### src/hall_readout_pkg.sv
package hall_readout_pkg;

   // ----------------------------------------
   // Timing
   // ----------------------------------------
   localparam int CLK_KHZ = 40000;
   localparam int FIRST_HOLD_NS = 10;
   localparam int TRACK2_US = 32;
   localparam int HOLD2_US = 96;
   localparam int FIRST_HOLD_RAW = (FIRST_HOLD_NS * CLK_KHZ + 999999) / 1000000;
   localparam int FIRST_HOLD_CYC = (FIRST_HOLD_RAW < 1) ? 1 : FIRST_HOLD_RAW;
   localparam int TRACK2_CYC = TRACK2_US * CLK_KHZ / 1000;
   localparam int HOLD2_CYC = HOLD2_US * CLK_KHZ / 1000;
   localparam logic [11:0] TRACK2_CNT = 12'(TRACK2_CYC);
   localparam logic [11:0] HOLD2_CNT = 12'(HOLD2_CYC);

   // ----------------------------------------
   // Data formats
   // ----------------------------------------
   localparam int WORD_W = 12;
   localparam int FRAC_W = 7;
   localparam int ACC_W = WORD_W + FRAC_W;
   localparam logic [11:0] CODE_MID = 12'h800;
   localparam logic [11:0] CODE_MAX = 12'hfff;
   localparam logic [7:0] GAIN_BASE = 8'h60;

   // ----------------------------------------
   // Write command layout, first bit at 15
   // ----------------------------------------
   localparam int CMD_BITS = 16;
   localparam logic [4:0] CMD_LEN = 5'h10;
   localparam logic [4:0] CMD_CAP = 5'h11;
   localparam logic [1:0] CMD_LEAD = 2'h2;
   localparam int CMD_LEAD_POS = 14;
   localparam int CMD_WEIGHT_POS = 11;
   localparam int CMD_TRIM_POS = 5;
   localparam int CMD_PAD_POS = 1;
   localparam int CMD_BURN_POS = 0;
   localparam logic [3:0] CMD_PAD = 4'h0;
   localparam int OTP_W = 9;

   typedef enum logic [3:0] {
      S_IDLE = 4'b0001,
      S_TRACK1 = 4'b0010,
      S_TRACK2 = 4'b0100,
      S_CONVERT = 4'b1000
   } acq_e;

   typedef struct packed {
      logic [2:0] sel_sync;
      logic [2:0] sck_sync;
      logic [1:0] din_sync;
      acq_e fsm;
      logic [11:0] cnt;
      logic conv_start;
      logic [11:0] shift;
      logic [15:0] cmd;
      logic [4:0] nbits;
      logic booted;
      logic [2:0] weight;
      logic [5:0] trim;
      logic burn_armed;
      logic [8:0] burn_val;
      logic burn_pulse;
      logic [8:0] burn_data;
      logic [18:0] acc;
      logic [11:0] code;
      logic pending;
   } top_s;

   typedef struct packed {
      logic [1:0] count;
      logic [11:0] word0;
      logic [11:0] word1;
   } buf_s;

endpackage

### src/word_buf_if.sv
`timescale 1ns/10ps
`default_nettype none
interface word_buf_if;
   logic [11:0] wr_data;
   logic wr_valid;
   logic wr_ready;
   logic [11:0] rd_data;
   logic rd_valid;
   logic rd_ready;
   modport store (input wr_data, input wr_valid, output wr_ready,
                  output rd_data, output rd_valid, input rd_ready);
   modport user (output wr_data, output wr_valid, input wr_ready,
                 input rd_data, input rd_valid, output rd_ready);
endinterface
`default_nettype wire

### src/word_buf.sv
`timescale 1ns/10ps
`default_nettype none
module word_buf
(
   input wire logic sys_clk,
   input wire logic rst_b,
   word_buf_if.store bus
);
   import hall_readout_pkg::*;

   buf_s st;
   buf_s next_st;

   // ----------------------------------------
   // Two-entry queue, head always in word0
   // ----------------------------------------
   assign bus.wr_ready = (st.count != 2'h2);
   assign bus.rd_valid = (st.count != 2'h0);
   assign bus.rd_data = st.word0;

   always_comb
   begin
      logic push;
      logic pop;
      push = 1'b0;
      pop = 1'b0;
      next_st = st;
      push = bus.wr_valid && bus.wr_ready;
      pop = bus.rd_valid && bus.rd_ready;
      if (pop)
      begin
         next_st.word0 = st.word1;
      end
      if (push)
      begin
         if (st.count == 2'h0 || (st.count == 2'h1 && pop))
         begin
            next_st.word0 = bus.wr_data;
         end
         else
         begin
            next_st.word1 = bus.wr_data;
         end
      end
      next_st.count = st.count + {1'b0, push} - {1'b0, pop};
   end

   always_ff @(posedge sys_clk or negedge rst_b)
   begin
      if (!rst_b)
      begin
         st <= '0;
      end
      else
      begin
         st <= next_st;
      end
   end
endmodule
`default_nettype wire

### src/hall_readout.sv
`timescale 1ns/10ps
`default_nettype none
module hall_readout
(
   input wire logic sys_clk,
   input wire logic rst_b,
   input wire logic select_b,
   input wire logic serial_clk,
   input wire logic serial_in,
   output logic serial_out,
   output logic serial_out_oe,
   output logic first_hold,
   output logic second_track,
   output logic conv_start,
   input wire logic adc_valid,
   input wire logic signed [hall_readout_pkg::WORD_W-1:0] adc_diff,
   input wire logic [hall_readout_pkg::OTP_W-1:0] otp_bits,
   output logic otp_burn,
   output logic [hall_readout_pkg::OTP_W-1:0] otp_wdata,
   output logic [2:0] active_weight,
   output logic [5:0] active_trim
);
   import hall_readout_pkg::*;

   top_s st;
   top_s next_st;
   word_buf_if wb ();

   logic sel_s;
   logic sel_fall;
   logic sel_rise;
   logic sck_rise;
   logic sck_fall;
   logic signed [8:0] gain;
   logic signed [20:0] prod;
   logic signed [21:0] centred;
   logic [11:0] code_new;
   logic signed [19:0] delta;
   logic signed [19:0] step;
   logic signed [19:0] acc_sum;
   logic [18:0] acc_new;

   // ----------------------------------------
   // Pin edges from second and third flops
   // ----------------------------------------
   // Select kept inverted, so cleared flops read as deselected after reset
   assign sel_s = !st.sel_sync[1];
   assign sel_fall = !st.sel_sync[2] && st.sel_sync[1];
   assign sel_rise = st.sel_sync[2] && !st.sel_sync[1];
   assign sck_rise = !sel_s && !st.sck_sync[2] && st.sck_sync[1];
   assign sck_fall = !sel_s && st.sck_sync[2] && !st.sck_sync[1];

   assign serial_out = st.shift[WORD_W-1];
   assign serial_out_oe = !sel_s;
   // Cleared state code is not idle, so list the busy states
   assign first_hold = (st.fsm == S_TRACK1) || (st.fsm == S_TRACK2) ||
                       (st.fsm == S_CONVERT);
   assign second_track = (st.fsm == S_TRACK2);
   assign conv_start = st.conv_start;
   assign otp_burn = st.burn_pulse;
   assign otp_wdata = st.burn_data;
   assign active_weight = st.weight;
   assign active_trim = st.trim;

   assign wb.wr_data = st.code;
   assign wb.wr_valid = st.pending;
   assign wb.rd_ready = sel_fall;

   word_buf u_buf
   (
      .sys_clk (sys_clk),
      .rst_b (rst_b),
      .bus (wb.store)
   );

   // ----------------------------------------
   // Gain trim and offset binary code
   // ----------------------------------------
   always_comb
   begin
      gain = signed'({1'b0, GAIN_BASE + {2'h0, st.trim}});
      prod = adc_diff * gain;
      centred = 22'(prod >>> FRAC_W) + signed'({10'h000, CODE_MID});
      if (centred < 0)
      begin
         code_new = 12'h000;
      end
      else if (centred > signed'({10'h000, CODE_MAX}))
      begin
         code_new = CODE_MAX;
      end
      else
      begin
         code_new = centred[11:0];
      end
   end

   // ----------------------------------------
   // Exponential average in 12.7 fixed point
   // ----------------------------------------
   always_comb
   begin
      delta = signed'({1'b0, code_new, 7'h00}) - signed'({1'b0, st.acc});
      step = delta >>> st.weight;
      acc_sum = signed'({1'b0, st.acc}) + step;
      if (acc_sum < 0)
      begin
         acc_new = '0;
      end
      else if (acc_sum > signed'({1'b0, CODE_MAX, 7'h7f}))
      begin
         acc_new = {CODE_MAX, 7'h7f};
      end
      else
      begin
         acc_new = acc_sum[18:0];
      end
   end

   // ----------------------------------------
   // Next state
   // ----------------------------------------
   always_comb
   begin
      next_st = st;
      next_st.sel_sync = {st.sel_sync[1:0], !select_b};
      next_st.sck_sync = {st.sck_sync[1:0], serial_clk};
      next_st.din_sync = {st.din_sync[0], serial_in};
      next_st.conv_start = 1'b0;
      next_st.burn_pulse = 1'b0;

      // Settings reload once after reset, from nonvolatile bits
      if (!st.booted)
      begin
         next_st.booted = 1'b1;
         next_st.weight = otp_bits[8:6];
         next_st.trim = otp_bits[5:0];
      end

      // Acquisition runs off sys_clk only, serial clock not needed
      next_st.cnt = st.cnt + 12'h001;
      case (st.fsm)
         S_IDLE:
         begin
            next_st.cnt = 12'h000;
         end
         S_TRACK1:
         begin
            if (st.cnt == TRACK2_CNT - 12'h001)
            begin
               next_st.fsm = S_TRACK2;
            end
         end
         S_TRACK2:
         begin
            if (st.cnt == HOLD2_CNT - 12'h001)
            begin
               next_st.fsm = S_CONVERT;
               next_st.conv_start = 1'b1;
            end
         end
         S_CONVERT:
         begin
            next_st.cnt = st.cnt;
            if (adc_valid)
            begin
               next_st.fsm = S_IDLE;
               next_st.acc = acc_new;
               next_st.code = acc_new[18:7];
               next_st.pending = 1'b1;
            end
         end
         default:
         begin
            next_st.fsm = S_IDLE;
         end
      endcase
      if (st.pending && wb.wr_ready)
      begin
         next_st.pending = (st.fsm == S_CONVERT) && adc_valid;
      end

      // Each select fall restarts acquisition and loads the shifter if a word is buffered
      if (sel_fall)
      begin
         next_st.fsm = S_TRACK1;
         next_st.conv_start = 1'b0;
         next_st.cnt = 12'h000;
         next_st.nbits = 5'h00;
         if (wb.rd_valid)
         begin
            next_st.shift = wb.rd_data;
         end
         if (st.burn_armed)
         begin
            next_st.burn_pulse = 1'b1;
            next_st.burn_data = st.burn_val | otp_bits;
            next_st.burn_armed = 1'b0;
         end
      end
      else if (sck_fall)
      begin
         next_st.shift = {st.shift[10:0], 1'b0};
      end

      if (sck_rise)
      begin
         next_st.cmd = {st.cmd[14:0], st.din_sync[1]};
         if (st.nbits != CMD_CAP)
         begin
            next_st.nbits = st.nbits + 5'h01;
         end
      end

      // A frame of exactly sixteen bits with the right framing is a write
      if (sel_rise && st.nbits == CMD_LEN &&
          st.cmd[CMD_BITS-1:CMD_LEAD_POS] == CMD_LEAD &&
          st.cmd[CMD_TRIM_POS-1:CMD_PAD_POS] == CMD_PAD)
      begin
         next_st.weight = st.cmd[CMD_WEIGHT_POS+2:CMD_WEIGHT_POS];
         next_st.trim = st.cmd[CMD_TRIM_POS+5:CMD_TRIM_POS];
         if (st.cmd[CMD_BURN_POS])
         begin
            next_st.burn_armed = 1'b1;
            next_st.burn_val = st.cmd[CMD_WEIGHT_POS+2:CMD_TRIM_POS];
         end
      end
   end

   always_ff @(posedge sys_clk or negedge rst_b)
   begin
      if (!rst_b)
      begin
         st <= '0;
      end
      else
      begin
         st <= next_st;
      end
   end
endmodule
`default_nettype wire

### config.mk
export PLATFORM = sky130hd
export DESIGN_NAME = hall_readout
export DESIGN_NICKNAME = d
export VERILOG_FILES = /design/src/hall_readout_pkg.sv /design/src/word_buf_if.sv /design/src/word_buf.sv /design/src/hall_readout.sv
export SDC_FILE = /design/constraint.sdc
export NUM_CORES = 1
export LEC_CHECK = 0
export BUFFER_PORTS_ARGS = -buffer_cell sky130_fd_sc_hd__buf_2
export CAP_MARGIN = 20
export CORE_MARGIN = 2
export CORE_UTILIZATION = 45
export CTS_CLUSTER_DIAMETER = 60
export CTS_CLUSTER_SIZE = 14
export DETAILED_ROUTE_END_ITERATION = 10
export GPL_TIMING_DRIVEN = 1
export MAX_ROUTING_LAYER = met4
export SYNTH_ARGS = -nofsm -noshare
export SYNTH_HDL_FRONTEND = slang
export SYNTH_SLANG_ARGS = --single-unit
### constraint.sdc
create_clock -name sys_clk -period 9.63 [get_ports sys_clk]
set_clock_uncertainty 0.05 [all_clocks]
set_input_delay 0.4815 -clock sys_clk [delete_from_list [all_inputs] [get_ports sys_clk]]
set_output_delay 0.4815 -clock sys_clk [all_outputs]
set_load 0.005 [all_outputs]
### Word level (Yosys, flattened, before mapping)

Index checks and enable logic that the tools add are counted.

| storage, ports and cells | value |
|---|---|
| word-level logic and storage cells | 121 |
| input port bits | 27 |
| ROM bits | 0 |
| memories | 0 |
| register bits after elaboration | 146 |
| latch bits | 0 |
| output and inout bits | 24 |
| memory bits (writable) | 0 |

| operators by class | value |
|---|---|
| shift-type cells | 1 |
| divide/modulo/power cells | 0 |
| equal/unequal tests | 18 |
| add/subtract/negate cells | 8 |
| reductions and logical operators | 34 |
| muxes and demuxes | 31 |
| $lt $le $gt $ge | 4 |
| multiply operators | 1 |
| bitwise logic cells | 2 |

Operator list:

| operator | count |
|---|---|
| $mux 12 | 8 |
| $mux 19 | 3 |
| $mux 10 | 3 |
| $mux 24 | 1 |
| $pmux 12 s2 | 1 |
| $mul 12x9->21 | 1 |
| $add 20x20->20 | 1 |
| $gt 20x20->1 const B | 1 |
| $lt 20x1->1 const B | 1 |
| $sshr 20x3->20 | 1 |
| $sub 19x19->20 | 1 |
| $mux 17 | 1 |
| $pmux 4 s4 | 1 |
| $add 14x13->15 const B | 1 |
| $gt 15x13->1 const B | 1 |
| $lt 15x1->1 const B | 1 |
| $mux 5 | 3 |
| $logic_and 1x1->1 | 13 |
| $add 12x1->12 const B | 1 |
| $eq 12x11->1 const B | 1 |
| $eq 12x12->1 const B | 1 |
| $mux 4 | 3 |
| $reduce_and 2->1 | 6 |
| $mux 9 | 1 |
| other kinds (25) | 43 |

### Depth between registers and ports, before layout

| logic depth | value |
|---|---|
| depth in word-level cells | 12 |
| mapped depth | 42 |
| depth with buffers taken out | 39 |

### By module

From an unflattened synthesis, not the netlist that was laid out.

| unflattened totals | value |
|---|---|
| cells, all modules | 1,265 |
| area total of the unflattened synthesis | 11,949.0 sq um |

By module, submodules not included:

| module | cells an instance | sequential area each (sq um) | times used | area each (sq um) |
|---|---|---|---|---|
| hall_readout | 1,173 | 2,702.6 | 1 | 10,672.7 |
| word_buf | 92 | 650.6 | 1 | 1,276.2 |

### Least setup slack after synthesis

Ideal clock, no wire load.

| timing | value |
|---|---|
| path kind | reg2reg |
| start | reg st (netlist bit active_trim[2]) |
| end | reg st[23] in the netlist's numbering |
| required time | 9.461 ns |
| library setup time | 0.119 ns |
| arrival | 9.079 ns |
| slack | 0.382 ns |
| period minus slack after synthesis | 9.248 ns |
| cell stages (with the launch flop) | 39 |
| buffers on the path | 3 |
| path through | dfrtp_1 -> clkbuf_1 -> nand2_1 -> fa_1 -> inv_1 -> fa_1 -> fa_1 -> inv_1 -> fa_1 -> inv_1 -> ha_1 -> a21o_1 -> and4_1 -> a21oi_1 -> a21oi_1 -> o21a_1 -> o31ai_2 -> inv_1 -> [3 not listed] -> o31a_1 -> ha_1 -> nor4b_4 -> a21oi_2 -> o31ai_4 -> a21oi_1 -> xnor2_1 -> mux2_2 -> mux4_2 -> ha_1 -> a21oi_1 -> o21ai_1 -> or3_1 -> o2111ai_1 -> a21oi_2 -> mux2i_4 -> buf_6 -> o21ai_2 |

| between the ends | value |
|---|---|
| word-level cells in the longest chain between the ends | 12 |
| elaborated cells between the ends (all ways) | 14 |
| those cells by class | 4 x add/sub; 1 x mul; 4 x order compare; 1 x shift; 4 x mux |

Ends and longest elaborated chain:

| item | RTL line | RTL |
|---|---|---|
| from (decl) | hall_readout.sv:25 | `top_s st;` |
| from (signal assigned) | hall_readout.sv:238 | `st <= next_st;` |
| $add 7x6->8 * | hall_readout.sv:81 | `gain = signed'({1'b0, GAIN_BASE + {2'h0, st.trim}});` |
| $mul 12x9->21 * | hall_readout.sv:82 | `prod = adc_diff * gain;` |
| $add 14x13->15 * | hall_readout.sv:83 | `centred = 22'(prod >>> FRAC_W) + signed'({10'h000, CODE_MID});` |
| $gt 15x13->1 | hall_readout.sv:88 | `else if (centred > signed'({10'h000, CODE_MAX}))` |
| $mux 12 | hall_readout.sv:88 |  |
| $mux 12 * | hall_readout.sv:84 | `if (centred < 0)` |
| $sub 19x19->20 * | hall_readout.sv:103 | `delta = signed'({1'b0, code_new, 7'h00}) - signed'({1'b0, st.acc});` |
| $sshr 20x3->20 * | hall_readout.sv:104 | `step = delta >>> st.weight;` |
| $add 20x20->20 * | hall_readout.sv:105 | `acc_sum = signed'({1'b0, st.acc}) + step;` |
| $gt 20x20->1 | hall_readout.sv:110 | `else if (acc_sum > signed'({1'b0, CODE_MAX, 7'h7f}))` |
| $mux 19 | hall_readout.sv:110 |  |
| $mux 19 * | hall_readout.sv:106 | `if (acc_sum < 0)` |

Mark *: on every way between the ends. The rest lies on a longest branch, timed or not.
A chain may end at the register's enable or synchronous reset.

### Final worst setup path

| timing | value |
|---|---|
| start | reg st (netlist bit active_trim[5]) |
| end | reg st[20] in the netlist's numbering |

Same word-level chain as after synthesis.

==> metrics.md <==
| Metric | Value |
|---|---|
| Routed wire length per instance | 14.9 um |
| Detailed Route Iter0 Violations | 449 |
| Critical path peak fanout | 12 |
| Share of cells above drive strength 1 | 17.4% |
| Standard cell with the maximum stage delay on the critical path | fa_1 |
| Via count of the first global-routing pass | 8884 |
| Largest net degree at the start of global routing | 91 |
| Initial core utilization | 45.6% |
| 1st-pass router iterations | 5 |
| Final setup violation count | 0 |
| Portion of synthesized cell area occupied by the leading cell type | 28.3% |
| Number of failing hold endpoints at the final stage | 0 |
| Total congestion overflow | 0 |
| Slew margin rel. | 30.5% |
| First-pass GRT wire length | 43800 um |
| Net count after synthesis | 1503 |
| Slew at the pin with the worst max-slew slack | 1.04 ns |
| R2R Path Start | active_trim[5] |
| Number of pins with negative max-slew slack in the final report | 0 |
| Register clock-pin slew on the reported worst setup and hold paths | 0.07 ns |
| Detailed Place HPWL | 19500 um |
| Critical register-to-register path endpoint | st[20] |
| Cell area after synthesis | 11900 sq um |
| Final worst-path cycle share | 95.8% |
| Yosys top cell by area | dfrtp_1 |
| Area of the core region | 26000 sq um |
| Die Outline Area | 27600 sq um |
| Total vias in the final route | 9039 |
| Worst R2R Setup Slack | 0.40 ns |
| GRT Total Usage | 19.6% |
| Main synth FF type | dfrtp_1 |
| Filler Cells Inserted | 2480 |
| Num ports | 51 |
| Layout-stage area growth over the synthesis result | 13.6% |
| Maximum cell stage delay along the critical path | 0.55 ns |
| Async set-reset flop share out of synthesis | 100% |
| Number of buffers created by CTS | 17 |
| Nature of the critical path endpoint | flip-flop |
| Number of antenna violations at the first check in global routing | 0 |
| Average cell area after synthesis | 8.98 sq um |
| Root buffer cell | clkbuf_16 |
| Total Nets Final | 1558 |
| Top cells by area, synth | dfrtp_1 (28%), fa_1 (13%), ha_1 (8.3%), inv_1 (5.5%), nand2_1 (5.2%) |
| Worst slack on hold paths | 0.0684 ns |
| H-tree Lvls | 4 |
| Data required time at the worst endpoint | 9.88 ns |
| Synth Instances | 1319 |
| Result of the run | finished, final reports clean |
| RePlAce Congestion | 0.872 |
| Critical setup path kind | reg -> reg |
| Buffers added on ports | 50 |
| Post-detailed-route count of antenna-violating nets | 0 |
| Ant diodes | 0 |
| Buffer levels on the longest clock path | 2 |
| Class of the tightest hold or removal check | in -> async |
| Startpoint type of the worst setup path | flip-flop |
| Synthesis-stage register bit count | 134 |
| Number of standard-cell rows in the floorplan | 59 |
| TritonCTS clock tree | done |
| Fraction of the yosys area taken by sequential cells | 28.3% |
| TritonCTS Sinks | 134 |
| Number of synthesized flops with an enable pin | 0 |
| Width of the die | 166 um |
| Max cap viols | 0 |
| Total wire length | 25600 um |
| Final critical path time including I/O delays and setup | 9.23 ns |
| Clock latency of the later-clocked register in the worst-skew pair | 0.42 ns |
| Die height | 166 um |
| Critical Path AT | 9.48 ns |
| Via count normalized by instance count | 5.25 |
| Library cells used by synthesis | 79 |
| DRC violations left | 0 |
| Worst R2R Path Depth | 38 |
| Highest clock rate | 0.108 GHz |
| Yosys synthesis warning count | 0 |
-- worst max path at each step --
| stage | depth (start not counted) | from | to | slack (ns) |
|---|---|---|---|---|
| 2_1_floorplan | 38 | active_trim[2] | st[23] | 0.38 |
| 3_3_place_gp | 37 | active_trim[5] | st[28] | 0.002 |
| 3_5_place_dp | 37 | adc_diff[6] | st[21] | -0.13 |
| 4_1_cts | 37 | active_trim[5] | st[21] | 0.01 |
| 5_1_grt | 38 | active_trim[3] | st[20] | -0.05 |
| 6_report | 38 | active_trim[5] | st[20] | 0.40 |
-- final cells by class --
class	count	area (sq um)	area share (%)
multi-input combinational	947	7770	57.8
sequential	134	3360	25.0
timing repair buffer	100	659	4.90
inverter	174	653	4.85
clock buffer	18	439	3.26
tap	335	419	3.11
clock inverter	14	154	1.14
-- kinds of logic after synthesis --
| group | Yosys count | share of synthesized area [%] |
|---|---|---|
| buf+inv | 238 | 8.29 |
| xor+xnor | 51 | 3.77 |
| flops | 134 | 28.3 |
| mux | 80 | 7.67 |
| fa+ha+maj | 157 | 21.5 |
| simple gates | 390 | 15.7 |
| other cells | 1 | 0.0316 |
| compound gates | 268 | 14.8 |
-- registers in the layout, summed over array words and instances (netlist names), 3 cells and up --
name               count
u_buf.bus.rd_data     12
active_weight          3
next_st                4
st                    81
active_trim            6
otp_wdata              9
u_buf.st              14
-- what timing repair did --
item | 4_1_cts | 5_1_grt
setup endpoints to repair | 19 | 19
setup buffers | 0 | 10
resized for setup | 3 | 50
pin swaps | 0 | 23
cloned | 0 | 1
hold buffers | 0 | 0
endpoints found under the hold margin | 0 | 0
-- worst max-delay path, delay by kind of cell (launching register included) --
family / cells / cell delay, ns
xor gates and xnor gates: 1 / 0.18
and+or+nand+nor: 6 / 1.02
buffers and inverters: 7 / 0.84
AOI/OAI and AO/OA: 14 / 2.50
DFF: 1 / 0.44
adders and majority gates: 8 / 3.13
muxes: 2 / 0.91
-- layer usage --
metal	vias up	share of wire [%]	wire length, um	GRT usage, %
li1	4536	-	-	-
met1	4359	50	12800	27.6
met2	120	46	11900	30.4
met3	24	2.5	649	2.88
met4	0	1.3	329	4.01
met5	-	0	0	-
-- layout by cell type, fill, tap and decap left out, drive strengths merged, types with 14 or more instances in the layout --
master  count
xnor2      37
nand3      18
mux2       33
xor2       14
and2       32
clkbuf     20
buf        98
nor3       22
o21ai     101
a31oi      22
nand2     164
a21oi      58
dfrtp     134
ha         79
nand2b     15
fa         78
inv       183
mux2i      43
nor2       78
-- synthesized netlist by cell type (18+ instances only) --
library cell / instances
ha_1: 79
mux2i_1: 42
a21oi_1: 55
nor2_1: 78
fa_1: 78
and2_1: 31
mux2_2: 32
nor3_1: 22
a31oi_1: 21
nand3_1: 18
xnor2_1: 37
buf_4: 19
nand2_1: 164
dfrtp_1: 134
o21ai_0: 82
clkbuf_1: 34
inv_1: 174
-- per-stage QoR --
stage | utilization, % | cell area [sq um] | instances | worst slack (ns) | setup TNS, ns
after floorplan | - | 11900 | 1319 | 0.382 | 0
after CTS | 50.4 | 13100 | 1711 | 0.0131 | 0
after global routing | 51.8 | 13500 | 1722 | -0.0516 | -0.323
after detailed placement | 48.1 | 12500 | 1679 | -0.126 | -1.63
after global placement | 48.1 | 12500 | 1679 | 0.00166 | 0
final | 51.8 | 13500 | 1722 | 0.404 | 0
Power is not shown: default switching activity piles up to over one toggle a cycle in this logic, so the estimate is an artifact.
